## src/clkdiv_pkg.sv

```systemverilog
package clkdiv_pkg;

  // divide ratio select encoding
  localparam logic [1:0] DIV_SEL_2 = 2'h0;
  localparam logic [1:0] DIV_SEL_4 = 2'h1;
  localparam logic [1:0] DIV_SEL_8 = 2'h2;

  // input source select encoding
  localparam logic [1:0] SRC_LOOP    = 2'h0;
  localparam logic [1:0] SRC_SLAVE   = 2'h1;
  localparam logic [1:0] SRC_ROUTING = 2'h2;
  localparam logic [1:0] SRC_PIN     = 2'h3;

  // counter width serves up to divide by eight
  localparam int CNT_W = 3;
  localparam logic [CNT_W-1:0] CNT_RESET = 3'h0;

  // edges from release to first divided rising edge
  localparam int START_EDGES = 1;

  typedef enum logic [1:0]
  {
    ST_HELD    = 2'b00,
    ST_WAIT    = 2'b01,
    ST_RUNNING = 2'b11
  } div_state_e;

  typedef struct packed
  {
    logic loop_clk;
    logic slave_clk;
    logic routing_clk;
    logic pin_clk;
  } clk_sources_s;

endpackage

```

## src/clk_source_sync.sv

```systemverilog
`timescale 1ns/1ns
module clk_source_sync
#(
  parameter int STAGES = 2
)
(
  input  wire logic clock_in,
  input  wire logic rst_b_in,
  input  wire logic async_in,
  output logic      sync_out
);

  logic [STAGES-1:0] sync_r;

  initial
  begin
    if (STAGES < 2)
      $error("clk_source_sync needs at least two stages");
  end

  // first stage is read only by the second stage
  always_ff @(posedge clock_in or negedge rst_b_in)
  begin
    if (!rst_b_in)
      sync_r <= '0;
    else
      sync_r <= {sync_r[STAGES-2:0], async_in};
  end

  assign sync_out = sync_r[STAGES-1];

endmodule

```

## src/edge_clock_divider.sv

```systemverilog
`timescale 1ns/1ns
// Behaviour
// - output is selected input divided by two, four or eight.
// - output phase relative to input fixed by moment of release.
// - reset clears state and forces outputs low without a clock edge.
// - outputs resume only after release, aligned to an input edge.
// - input chosen from loop, slave delay, routing or pin sources.
// - divided outputs usable as primary clock network sources.
module edge_clock_divider
(
  input  wire logic                    clock_in,
  input  wire logic                    rst_b_in,
  input  wire logic                    release_in,
  input  wire logic [1:0]              src_sel_in,
  input  wire logic [1:0]              div_sel_in,
  input  wire clkdiv_pkg::clk_sources_s sources_in,
  output logic                         div_clk_out,
  output logic                         primary_clk_out,
  output logic                         running_out
);

  localparam int                  W          = clkdiv_pkg::CNT_W;
  localparam logic [W-1:0]        START_LAST =
    W'(clkdiv_pkg::START_EDGES - 1);
  localparam int                  N_PINS     = 8;

  logic                           release_s;
  logic                           src_edge_s;
  logic                           src_s;
  logic                           src_d_r;
  logic                           edge_en;
  logic                           start_hit;
  logic [W-1:0]                   cnt_r;
  logic [W-1:0]                   half_mask;
  logic [W-1:0]                   start_cnt_r;
  logic [1:0]                     div_sel_r;
  logic [1:0]                     div_sel_s;
  logic [1:0]                     src_sel_s;
  logic [3:0]                     src_sync;
  logic [N_PINS-1:0]              pins_raw;
  logic [N_PINS-1:0]              pins_sync;
  logic                           div_clk_r;
  clkdiv_pkg::div_state_e         state_r;

  // the start counter must be able to reach the last start edge
  initial
  begin
    if (clkdiv_pkg::START_EDGES < 1 ||
        clkdiv_pkg::START_EDGES >= (1 << W))
      $error("start edge count does not fit the counter");
  end

  // every pin input, sources and selects alike, crosses two flops
  assign pins_raw = {sources_in, src_sel_in, div_sel_in};

  generate
    for (genvar i = 0; i < N_PINS; i++)
    begin : g_pin_sync
      clk_source_sync u_sync
      (
        .clock_in (clock_in),
        .rst_b_in (rst_b_in),
        .async_in (pins_raw[i]),
        .sync_out (pins_sync[i])
      );
    end
  endgenerate

  // bit 7 loop, 6 slave, 5 routing, 4 pin clock
  assign src_sync  = pins_sync[7:4];
  assign src_sel_s = pins_sync[3:2];
  assign div_sel_s = pins_sync[1:0];

  // mux after the synchronisers; a select change while running
  // may show as one false edge, so selects are meant to stay put
  always_comb
  begin
    case (src_sel_s)
      clkdiv_pkg::SRC_LOOP:    src_s = src_sync[3];
      clkdiv_pkg::SRC_SLAVE:   src_s = src_sync[2];
      clkdiv_pkg::SRC_ROUTING: src_s = src_sync[1];
      default:                 src_s = src_sync[0];
    endcase
  end

  clk_source_sync u_rel_sync
  (
    .clock_in (clock_in),
    .rst_b_in (rst_b_in),
    .async_in (release_in),
    .sync_out (release_s)
  );

  always_ff @(posedge clock_in or negedge rst_b_in)
  begin
    if (!rst_b_in)
      src_d_r <= 1'b0;
    else
      src_d_r <= src_s;
  end

  // one-cycle enable per rising edge of the selected input clock
  assign src_edge_s = src_s & ~src_d_r;
  assign edge_en    = src_edge_s;

  // edges seen while waiting; fixes the distance release to first rise
  always_ff @(posedge clock_in or negedge rst_b_in)
  begin
    if (!rst_b_in)
      start_cnt_r <= clkdiv_pkg::CNT_RESET;
    else if (state_r != clkdiv_pkg::ST_WAIT)
      start_cnt_r <= clkdiv_pkg::CNT_RESET;
    else if (edge_en)
      start_cnt_r <= start_cnt_r + W'(1);
  end

  assign start_hit = edge_en && (start_cnt_r == START_LAST);

  // ratio latched only while held so a change never glitches the output
  always_ff @(posedge clock_in or negedge rst_b_in)
  begin
    if (!rst_b_in)
      div_sel_r <= clkdiv_pkg::DIV_SEL_2;
    else if (state_r == clkdiv_pkg::ST_HELD)
      div_sel_r <= div_sel_s;
  end

  always_comb
  begin
    case (div_sel_r)
      clkdiv_pkg::DIV_SEL_2: half_mask = 3'h0;
      clkdiv_pkg::DIV_SEL_4: half_mask = 3'h1;
      clkdiv_pkg::DIV_SEL_8: half_mask = 3'h3;
      default:               half_mask = 3'h0;
    endcase
  end

  // state leaves wait only on an input edge, so release aligns to one
  always_ff @(posedge clock_in or negedge rst_b_in)
  begin
    if (!rst_b_in)
      state_r <= clkdiv_pkg::ST_HELD;
    else
    begin
      case (state_r)
        clkdiv_pkg::ST_HELD:
          if (release_s)
            state_r <= clkdiv_pkg::ST_WAIT;
        clkdiv_pkg::ST_WAIT:
          if (start_hit)
            state_r <= clkdiv_pkg::ST_RUNNING;
        clkdiv_pkg::ST_RUNNING:
          state_r <= clkdiv_pkg::ST_RUNNING;
        default:
          state_r <= clkdiv_pkg::ST_HELD;
      endcase
    end
  end

  // counter restarts from zero at the first rise, fixing the phase
  always_ff @(posedge clock_in or negedge rst_b_in)
  begin
    if (!rst_b_in)
      cnt_r <= clkdiv_pkg::CNT_RESET;
    else if (state_r != clkdiv_pkg::ST_RUNNING)
      cnt_r <= clkdiv_pkg::CNT_RESET;
    else if (edge_en)
    begin
      if ((cnt_r & ~half_mask) != 3'h0 || cnt_r == half_mask)
        cnt_r <= clkdiv_pkg::CNT_RESET;
      else
        cnt_r <= cnt_r + W'(1);
    end
  end

  // first rise on the first input edge after release; toggles each half
  always_ff @(posedge clock_in or negedge rst_b_in)
  begin
    if (!rst_b_in)
      div_clk_r <= 1'b0;
    else if (state_r == clkdiv_pkg::ST_HELD)
      div_clk_r <= 1'b0;
    else if (state_r == clkdiv_pkg::ST_WAIT && start_hit)
      div_clk_r <= 1'b1;
    else if (state_r == clkdiv_pkg::ST_RUNNING && edge_en
             && cnt_r == half_mask)
      div_clk_r <= ~div_clk_r;
  end

  assign div_clk_out     = div_clk_r;
  // same registered clock handed to the global network
  assign primary_clk_out = div_clk_r;
  assign running_out     = (state_r == clkdiv_pkg::ST_RUNNING);

endmodule

```

## config.mk

```make
export PLATFORM = sky130hd
export DESIGN_NAME = edge_clock_divider
export DESIGN_NICKNAME = d
export VERILOG_FILES = /design/src/clkdiv_pkg.sv /design/src/clk_source_sync.sv /design/src/edge_clock_divider.sv
export SDC_FILE = /design/constraint.sdc
export NUM_CORES = 1
export LEC_CHECK = 0
export BUFFER_PORTS_ARGS = -buffer_cell sky130_fd_sc_hd__buf_2
export CORE_ASPECT_RATIO = 0.8
export CORE_MARGIN = 10
export CORE_UTILIZATION = 53
export CTS_BUF_LIST = sky130_fd_sc_hd__clkbuf_4
export DETAILED_ROUTE_END_ITERATION = 12
export MAX_ROUTING_LAYER = met4
export PLACE_DENSITY = 0.82
export SYNTH_ARGS = -nofsm -noshare
export SYNTH_HDL_FRONTEND = slang
export SYNTH_HIERARCHICAL = 1
export SYNTH_SLANG_ARGS = --single-unit
export TNS_END_PERCENT = 100
```

## constraint.sdc

```tcl
create_clock -name clock_in -period 1.7 [get_ports clock_in]
set_input_delay 0.085 -clock clock_in [delete_from_list [all_inputs] [get_ports clock_in]]
set_output_delay 0.085 -clock clock_in [all_outputs]
set_load 0.01 [all_outputs]
```

# --- Word level (Yosys, flattened, before mapping) ---
# Index checks and enable logic that the tools add are counted.
word_totals:
  regBits: 30
  word_cells: 59
  inputBits: 11
classes:
  mux: 13
  addsub: 2
  bitwise_logic: 5
  n_reduce_logical: 13
  eq_ne: 11
op_table:
  columns: ["cell", "n"]
  rows:
  - ["3-bit 2-to-1 mux", 5]
  - ["3-bit by 1-bit adder with 3-bit output (second input constant)", 2]
  - ["2-bit by 1-bit equality test with 1-bit output (second input constant)", 3]
  - ["2-bit equality test (second input constant)", 3]
  - ["2-bit case mux with 3 select lines", 1]
  - ["3-bit nonzero test", 2]
  - ["1-bit logical AND", 4]
  - ["2-bit logical NOT", 2]
  - ["2-bit 2-to-1 mux", 2]
  - ["2-bit by 1-bit inequality test with 1-bit output (second input constant)", 2]
  - ["2-bit inequality test (second input constant)", 2]
  - ["2-bit case mux with 2 select lines", 1]
  - ["2-bit nonzero test", 2]
  - ["3-bit AND", 1]
  - ["3-bit equality test", 1]
  - ["3-bit logical NOT", 1]
  - ["1-bit 2-to-1 mux", 3]
  - ["3-bit inverter", 1]
  - ["1-bit case mux with 3 select lines", 1]
  - ["1-bit inverter", 2]
  - ["2-bit AND reduction", 1]
  - ["1-bit AND", 1]
  - ["1-bit logical OR", 1]

# --- Longest topological paths before layout ---
# Gate-level depths: netlist (run 1).
depth:
  depth_word: 9
  mapped_depth: 8
  ltp_nobuf: 8

# --- Modules after synthesis ---
# Netlist (run 1), hierarchy kept.
modules_own_cells:
  columns: ["mod", "cells_each", "area_per_inst_um2", "seq_area_each_um2", "n_inst"]
  rows:
  - ["edge_clock_divider", 70, 698.2, 300.3, 1]
  - ["clk_source_sync", 2, 50.0, 50.0, 9]

# --- Least setup slack after synthesis (run 1) ---
# OpenSTA, ideal clock, no wires.
synth_path:
  kind: "register -> register"
  from: "register div_sel_r[1]"
  to: "register cnt_r[0]"
  slack_ns: -0.002
  path_stages_with_launch: 7
  setup_ns: 0.072
  path_buffers: 0
  t_arrival_ns: 1.630
  cell_sequence: "dfrtp_1 -> ha_1 -> ha_1 -> a2111oi_2 -> nor2b_1 -> mux2i_1 -> nor2_1"
synth_between:
  elab_chain_len: 9
synth_rtl:
  columns: ["item", "line_no", "text"]
  rows:
  - ["start: declaration", "edge_clock_divider.sv:36", "logic [1:0] div_sel_r;"]
  - ["start signal: assignment", "edge_clock_divider.sv:123", "div_sel_r <= clkdiv_pkg::DIV_SEL_2;"]
  - ["start signal: assignment", "edge_clock_divider.sv:125", "div_sel_r <= div_sel_s;"]
  - ["2-bit equality test / 2-bit by 1-bit equality test with 1-bit output (equally long branches)", "edge_clock_divider.sv:130", "case (div_sel_r)"]
  - ["2-bit case mux with 2 select lines *", "edge_clock_divider.sv:130", null]
  - ["3-bit inverter", "edge_clock_divider.sv:169", "if ((cnt_r & ~half_mask) != 3'h0 || cnt_r == half_mask)"]
  - ["3-bit AND", "edge_clock_divider.sv:169", null]
  - ["3-bit nonzero test", "edge_clock_divider.sv:169", null]
  - ["1-bit logical OR *", "edge_clock_divider.sv:169", null]
  - ["3-bit 2-to-1 mux *", "edge_clock_divider.sv:169", null]
  - ["3-bit 2-to-1 mux *", "edge_clock_divider.sv:167", "else if (edge_en)"]
  - ["3-bit 2-to-1 mux *", "edge_clock_divider.sv:165", "else if (state_r != clkdiv_pkg::ST_RUNNING)"]
  - ["end signal: assignment", "edge_clock_divider.sv:164", "cnt_r <= clkdiv_pkg::CNT_RESET;"]
  - ["end signal: assignment", "edge_clock_divider.sv:166", "cnt_r <= clkdiv_pkg::CNT_RESET;"]
  - ["end signal: assignment", "edge_clock_divider.sv:170", "cnt_r <= clkdiv_pkg::CNT_RESET;"]
  - ["end: declaration", "edge_clock_divider.sv:33", "logic [W-1:0] cnt_r;"]
# Every way passes the cells marked *; elsewhere a longest branch is shown, timed or not. The select of a mux whose other input is x is not followed.
# A chain may end at the register's enable or synchronous reset.

# --- Worst setup path in the final report (run 1) ---
# Ends and elaborated chain as after synthesis.

==> results of run 1 <==
[layout by cell type, fill, tap and decap left out, types with 2 or more instances in the layout]
cell type      synthesis  final
mux2i_1                3      3
dfrtp_1               30     30
nand2b_1               3      3
nand2_1                4      4
buf_2                  0     13
ha_1                   6      3
a21oi_1                4      3
ha_4                   0      3
inv_1                  9      8
nand3_1                3      3
nor2_1                 7      7
clkbuf_4               0      5
clkinv_2               0      2
dlygate4sd3_1          0     10
o21ai_0                2      2
[flip-flops by register name (all words and copies together), names as in the netlist]
register                  count
g_pin_sync.u_sync/sync_r     16
cnt_r                         3
start_cnt_r                   3
div_sel_r                     2
state_r                       2
u_rel_sync/sync_r             2
div_clk_out                   1
src_d_r                       1
[repair_timing]
action,CTS,global route
hold buffers,10,0
hold endpoints to repair,39,0
pin swaps,2,5
endpoints found under the setup margin,4,4
setup buffers,0,1
gates resized for setup,2,4
[synth_stat cells]
cell / number / area share, %
nor4_1: 1 / 0.55
o21ai_0: 2 / 0.87
buf_4: 1 / 0.65
a21oi_1: 4 / 1.7
buf_6: 1 / 0.98
a211o_1: 1 / 0.76
xnor2_1: 1 / 0.76
inv_1: 9 / 2.9
o2bb2ai_2: 1 / 1.3
a31oi_1: 1 / 0.55
a21o_1: 1 / 0.65
nand2b_1: 3 / 1.6
or2_0: 1 / 0.55
a2111oi_2: 1 / 1.3
nor2_1: 7 / 2.3
nand3_1: 3 / 1.3
mux2_2: 1 / 0.98
or2_2: 1 / 0.55
o32ai_1: 1 / 0.76
mux2_4: 1 / 1.3
ha_1: 6 / 6.5
mux2i_1: 3 / 2.6
a211oi_1: 1 / 0.65
dfrtp_1: 30 / 65
nor2b_1: 2 / 1.1
nand2_1: 4 / 1.3
[stage by stage]
stage	setup WS (ns)	utilization (%)
after detailed placement	-0.0912	63.1
after global placement	-0.0371	63.1
after floorplan	0.0226	-
after global routing	-0.194	74.7
after CTS	0.0117	73.4
final	-0.0993	74.7
[power groups by stage]
stage                     registers [mW]  clock network, mW  logic, mW
after global routing               0.861              0.573      0.588
after floorplan                    0.841                  0      0.308
after detailed placement           0.848                  0      0.386
after CTS                          0.841              0.549      0.452
after global placement             0.841                  0      0.373
final                              0.849              0.536      0.535
[cells by family after synthesis]
group	count (synthesis)	synth area share [%]
flops	30	65.4
buf+inv	11	4.58
fa+ha+maj	6	6.54
mux	5	4.90
compound gates	13	8.61
simple gates	22	9.26
xor+xnor	1	0.763
[per-layer routing]
| metal | share of wire [%] | GRT usage, % |
|---|---|---|
| met1 | 45 | 12.5 |
| met2 | 48 | 18.2 |
| met3 | 5.9 | 3.86 |
| met4 | 1.1 | 4.96 |
| met5 | 0 | - |
[path summary, 6_finish.rpt]
check | from | endpoint | depth (start not counted)
min | rst_b_in | u_rel_sync/sync_r[0] | 2
max reg2reg | div_sel_r[1] | cnt_r[0] | 6
max in group asynchronous | rst_b_in | g_pin_sync[3].u_sync/sync_r[1] | 2
min reg2reg | g_pin_sync[0].u_sync/sync_r[0] | g_pin_sync[0].u_sync/sync_r[1] | 0
min in group clock_in | g_pin_sync[0].u_sync/sync_r[0] | g_pin_sync[0].u_sync/sync_r[1] | 0
max | div_sel_r[1] | cnt_r[0] | 6
[cell type report]
class / instances / area [µm²] / area share, %
flip-flops and latches: 30 / 751 / 51.2
inverters: 9 / 33.8 / 2.30
well taps: 24 / 30.0 / 2.05
multi-input cells: 47 / 402 / 27.4
clock inverters: 3 / 40.0 / 2.73
clock buffers: 5 / 37.5 / 2.56
repair buffers: 24 / 173 / 11.8
==> summary.md, run 1 <==
| Metric | Value |
|---|---|
| Starting density of the core | 58.5% |
| Power share of the combinational group | 27.9% |
| Die width | 72.0 µm |
| Length of the first detailed-routing pass in iterations | 4 |
| Inst Count DP | 123 |
| Power per unit of standard cell area | 1310 nW/µm² |
| Peak supply drop | 1.11 mV |
| Register-to-Register Setup Slack | -0.1 ns |
| Layout area overhead | 27.7% |
| Tightest hold margin | 0.327 ns |
| Setup repair after global routing missed its margin | yes |
| Wire per inst | 15.4 µm |
| Total via count in the routed design | 745 |
| Synthesis-stage register bit count | 30 |
| Count of yosys warnings during synthesis | 6 |
| Final worst slack | -0.0993 ns |
| Buffer type at the clock tree root | clkbuf_4 |
| Most common cell on crit path | ha_4 |
| Via count normalized by instance count | 5.25 |
| Total wire length | 2180 µm |
| GR Overflow Total | 0 |
| Post-Layout Cell Count | 142 |
| Post-placement cell area | 1240 µm² |
| DRT iter0 DRCs | 52 |
| Final design instance area without fill | 1470 µm² |
| Synth Cell Area | 1150 µm² |
| Max-slew violations | 0 |
| # DRC | 0 |
| Class of the most critical hold timing path | in -> async |
| Maxcap violations | 0 |
| Share of total power in sequential cells | 44.2% |
| Bufs and invs on worst path | 0 |
| Switching share of total power | 28.0% |
| Total power of the final layout | 1.92 mW |
| Clock H-tree levels | 2 |
| CTS Buf Count | 5 |
| IO Port Bufs | 13 |
| Startpoint kind of the worst setup timing path | flop |
| Die outline height | 61.6 µm |
| CTS clk-pin slew, worst paths | 0.09 ns |
| Worst-Margin Slew | 0.619 ns |
| Cell Rows | 14 |
| Number of clock sinks | 30 |
| Internal | 1.38 mW |
| Count of mapped cells out of synthesis | 88 |
| Via count of the first global-routing pass | 774 |
| Critical path type | reg -> reg |
| Signal arrival time at the worst endpoint | 2.04 ns |
| Maximum clock frequency | 556 MHz |
| Wire length of the first global-routing pass | 3750 µm |
| Distinct cell type count after synthesis | 26 |
| Share of the clock period used by the worst path after layout | 106% |
| Largest net degree at the start of global routing | 31 |
| Mapped Nets | 105 |
| Leakage power total | 0.669 nW |
| Post-Syn Area per Cell | 13.1 µm² |
| Final critical-path required period | 1.80 ns |
| Final count of negative-setup-slack endpoints | 3 |
| Post-detail-place hpwl | 1260 µm |
| Total Die Area | 4440 µm² |
| Clock group share of total power | 27.9% |
| TritonCTS clock tree | built |
| CP required | 1.95 ns |
| Skew-Pair Late Insertion Delay | 0.31 ns |
| Ratio of cells with drive above 1 in the final layout | 28.0% |
| Crit end category | flop |
| CORE AREA | 1960 µm² |
| Outcome | finished with violations |
| Delay-heaviest family, CP | adder cells |
| Slowest Stage Delay on Critical Path | 0.42 ns |
| Violations in the final reports | negative setup slack |
| Number of antenna diodes | 0 |
| Sequential element share of the synthesized area | 65.4% |
| Weighted congestion at the end of routability-driven global placement | 0.881 |
| Total global-route track usage | 11.3% |
| Number of primary I/O pins | 14 |
| Top fanout value on the critical path | 3 |
| Initial antenna violation count | 0 |
| Ordered cell list for the critical path | ha_4, ha_4, a2111oi_4, nor2b_2, mux2i_1, nor2_1 |
| Fillcell total | 117 |
| Largest buffer count on any clock path | 2 |
| Power spent charging and discharging nets | 539 µW |
| Worst slew margin | 58.7% |
| Critical Path Slowest Stage Cell | dfrtp_1 |
| Worst clock skew | 0.00500 ns |
| Number of routed nets with antenna violations | 0 |
| Setup TNS after final layout | -0.185 ns |
| Number of endpoints with negative hold slack in the final report | 0 |
| NumNets Final | 134 |
(Power assumes the default switching activity.)
==> inputs of run 2 (changes only) <==
--- a/config.mk
+++ b/config.mk
@@ -6,7 +6,7 @@
 export NUM_CORES = 1
 export LEC_CHECK = 0
 export BUFFER_PORTS_ARGS = -buffer_cell sky130_fd_sc_hd__buf_2
-export CORE_ASPECT_RATIO = 0.8
+export CORE_ASPECT_RATIO = 0.6
 export CORE_MARGIN = 10
 export CORE_UTILIZATION = 53
 export CTS_BUF_LIST = sky130_fd_sc_hd__clkbuf_4
==> run 2 against run 1 <==
  * The run still ends with negative setup slack left
  * Cell area is 0.94% lower
  * Count of clock-buffer cells in the layout unchanged
  * Sequential power increased by 0.8%
  * Sequential cell count is the same
  * Highest routed layer unchanged
  * Combinational power grew 5.8%
  * Critical endpoint is now cnt_r[2]
  * Worst hold slack got worse by 0.010 ns
  * Clock skew rose by 0.011 ns
  * Clock power decreased by 26%
==> summary.md, run 2 (same netlist as run 1, synthesis figures left out) <==
| Metric | Value |
|---|---|
| Outcome | finished with violations |
| Violations in the final reports | negative setup slack |
| CORE AREA | 1950 µm² |
| Final design instance area without fill | 1450 µm² |
| Number of antenna diodes | 0 |
| Number of routed nets with antenna violations | 0 |
| Number of primary I/O pins | 14 |
| Class of the most critical hold timing path | in -> async |
| Total power of the final layout | 1.82 mW |
| Capture instance of the worst register-to-register path | cnt_r[2] |
| Cell Rows | 12 |
| Setup TNS after final layout | -0.203 ns |
| Leakage power total | 0.659 nW |
| Reg2Reg Depth | 6 |
| Crit end category | flop |
| Maxcap violations | 0 |
| Power per unit of standard cell area | 1250 nW/µm² |
| Total via count in the routed design | 773 |
| Commonest non-fill, non-tap cells in the layout | dfrtp_1, buf_2, dlygate4sd3_1 |
| Critical R2R Launch | div_sel_r[1] |
| Post-placement cell area | 1240 µm² |
| TritonCTS clock tree | built |
| Die outline height | 56.1 µm |
| Via count normalized by instance count | 5.29 |
| Layout area overhead | 26.5% |
| Max-slew violations | 0 |
| CTS Buf Count | 5 |
| Number of clock sinks | 30 |
| Top flop regs | g_pin_sync.u_sync/sync_r: 16 flops, cnt_r: 3 flops, start_cnt_r: 3 flops |
| Met1 Track Usage GR | 12.8% |
| IO Port Bufs | 13 |
| Met3 routing resource usage after global routing | 4.50% |
| Critical path type | reg -> reg |
| Number of flip-flops in the largest register | 16 |
| Startpoint kind of the worst setup timing path | flop |
| Worst-Margin Slew | 0.644 ns |
| Total global-route track usage | 11.3% |
| # DRC | 0 |
| CTS clk-pin slew, worst paths | 0.11 ns |
| Setup repair after global routing missed its margin | yes |
| Buffer type at the clock tree root | clkbuf_4 |
| Wire per inst | 18.2 µm |
| Register-to-Register Setup Slack | -0.15 ns |
| Maximum clock frequency | 542 MHz |
| Peak supply drop | 0.742 mV |
| Length of the first detailed-routing pass in iterations | 4 |
| Clock H-tree levels | 2 |
| Total wire length | 2650 µm |
| Worst clock skew | 0.0165 ns |
| GR Overflow Total | 0 |
| Signal arrival time at the worst endpoint | 2.11 ns |
| Final worst slack | -0.146 ns |
| Post-Layout Cell Count | 146 |
| Via count of the first global-routing pass | 845 |
| Layer carrying the most global-route usage | met2 |
| Final count of negative-setup-slack endpoints | 3 |
| Wire length of the first global-routing pass | 3880 µm |
| Final critical-path required period | 1.85 ns |
| Number of endpoints with negative hold slack in the final report | 0 |
| Global-route track usage on met2 | 17.6% |
| Total Die Area | 4490 µm² |
| Utilization after layout | 74.4% |
| Post-detail-place hpwl | 1380 µm |
| Worst slew margin | 56.8% |
| CP required | 1.96 ns |
| NumNets Final | 135 |
| Die width | 80.1 µm |
| Inst Count DP | 127 |
| Largest buffer count on any clock path | 2 |
| Skew-Pair Late Insertion Delay | 0.33 ns |
| Top fanout value on the critical path | 3 |
| Starting density of the core | 58.8% |
| Most common cell after layout, fill and taps aside | dfrtp_1 |
| DRT iter0 DRCs | 32 |
| Initial antenna violation count | 0 |
| Weighted congestion at the end of routability-driven global placement | 0.834 |
| Share of the clock period used by the worst path after layout | 109% |
| Ratio of cells with drive above 1 in the final layout | 29.7% |
| Register with the most flip-flops | g_pin_sync.u_sync/sync_r |
| Largest net degree at the start of global routing | 31 |
## run 2: changes by cell type in the layout (fill, tap and decap cells not counted), sizes merged
cell	previous run	this run
buf	14	15
bufinv	1	0
## run 2: timing repair
item | 4_1_cts | 5_1_grt
endpoints found under the hold margin | 39 | 0
hold buffers | 10 | 0
pin swaps | 2 | 5
resized for setup | 5 | 3
endpoints found under the setup margin | 4 | 4
setup buffers | 0 | 2
## run 2: per-stage QoR
step | hold slack, ns | setup slack [ns]
4_1_cts | 0.331 | 0.00744
5_1_grt | 0.374 | -0.165
6_report | 0.317 | -0.146
3_3_place_gp | 0.133 | -0.0229
3_5_place_dp | 0.143 | -0.113
2_1_floorplan | -0.211 | 0.0226
## run 2: per-layer routing
layer / wire, µm / share of wire, % / up-vias
met4: 10 / 0.38 / 0
li1: - / - / 355
met5: 0 / 0 / -
met2: 1400 / 53 / 25
met3: 111 / 4.2 / 4
met1: 1120 / 42 / 389
## run 2: worst max-delay path by stage
stage                          end  slack (ns)    startpoint
after CTS                 cnt_r[0]       0.007  div_sel_r[1]
after floorplan           cnt_r[0]        0.02  div_sel_r[1]
after global placement    cnt_r[0]       -0.02  div_sel_r[0]
final                     cnt_r[2]       -0.15  div_sel_r[1]
after detailed placement  cnt_r[0]       -0.11  div_sel_r[0]
after global routing      cnt_r[2]       -0.16  div_sel_r[0]
## run 2: area by class of cell
cell class,instances,area (µm²)
tap,28,35.0
multi-input combinational,47,405
inverter,9,33.8
clock inverter,2,10.0
clock buffer,5,37.5
fill,134,499
sequential,30,751
timing repair buffer,25,180
## run 2: worst max-delay path, stage by stage (launching register included)
cell       delay [ns]
dfrtp_1          0.43
ha_4             0.29
ha_4             0.20
a2111oi_4        0.40
buf_4            0.17
nand3_1          0.11
a21oi_2          0.19
## run 2: power by group
part	leakage (nW)	internal [mW]	total, mW	switching, mW
Clock	0.0308	0.149	0.397	0.248
Sequential	0.355	0.782	0.856	0.0741
Combinational	0.273	0.314	0.566	0.252
Total	0.659	1.24	1.82	0.574
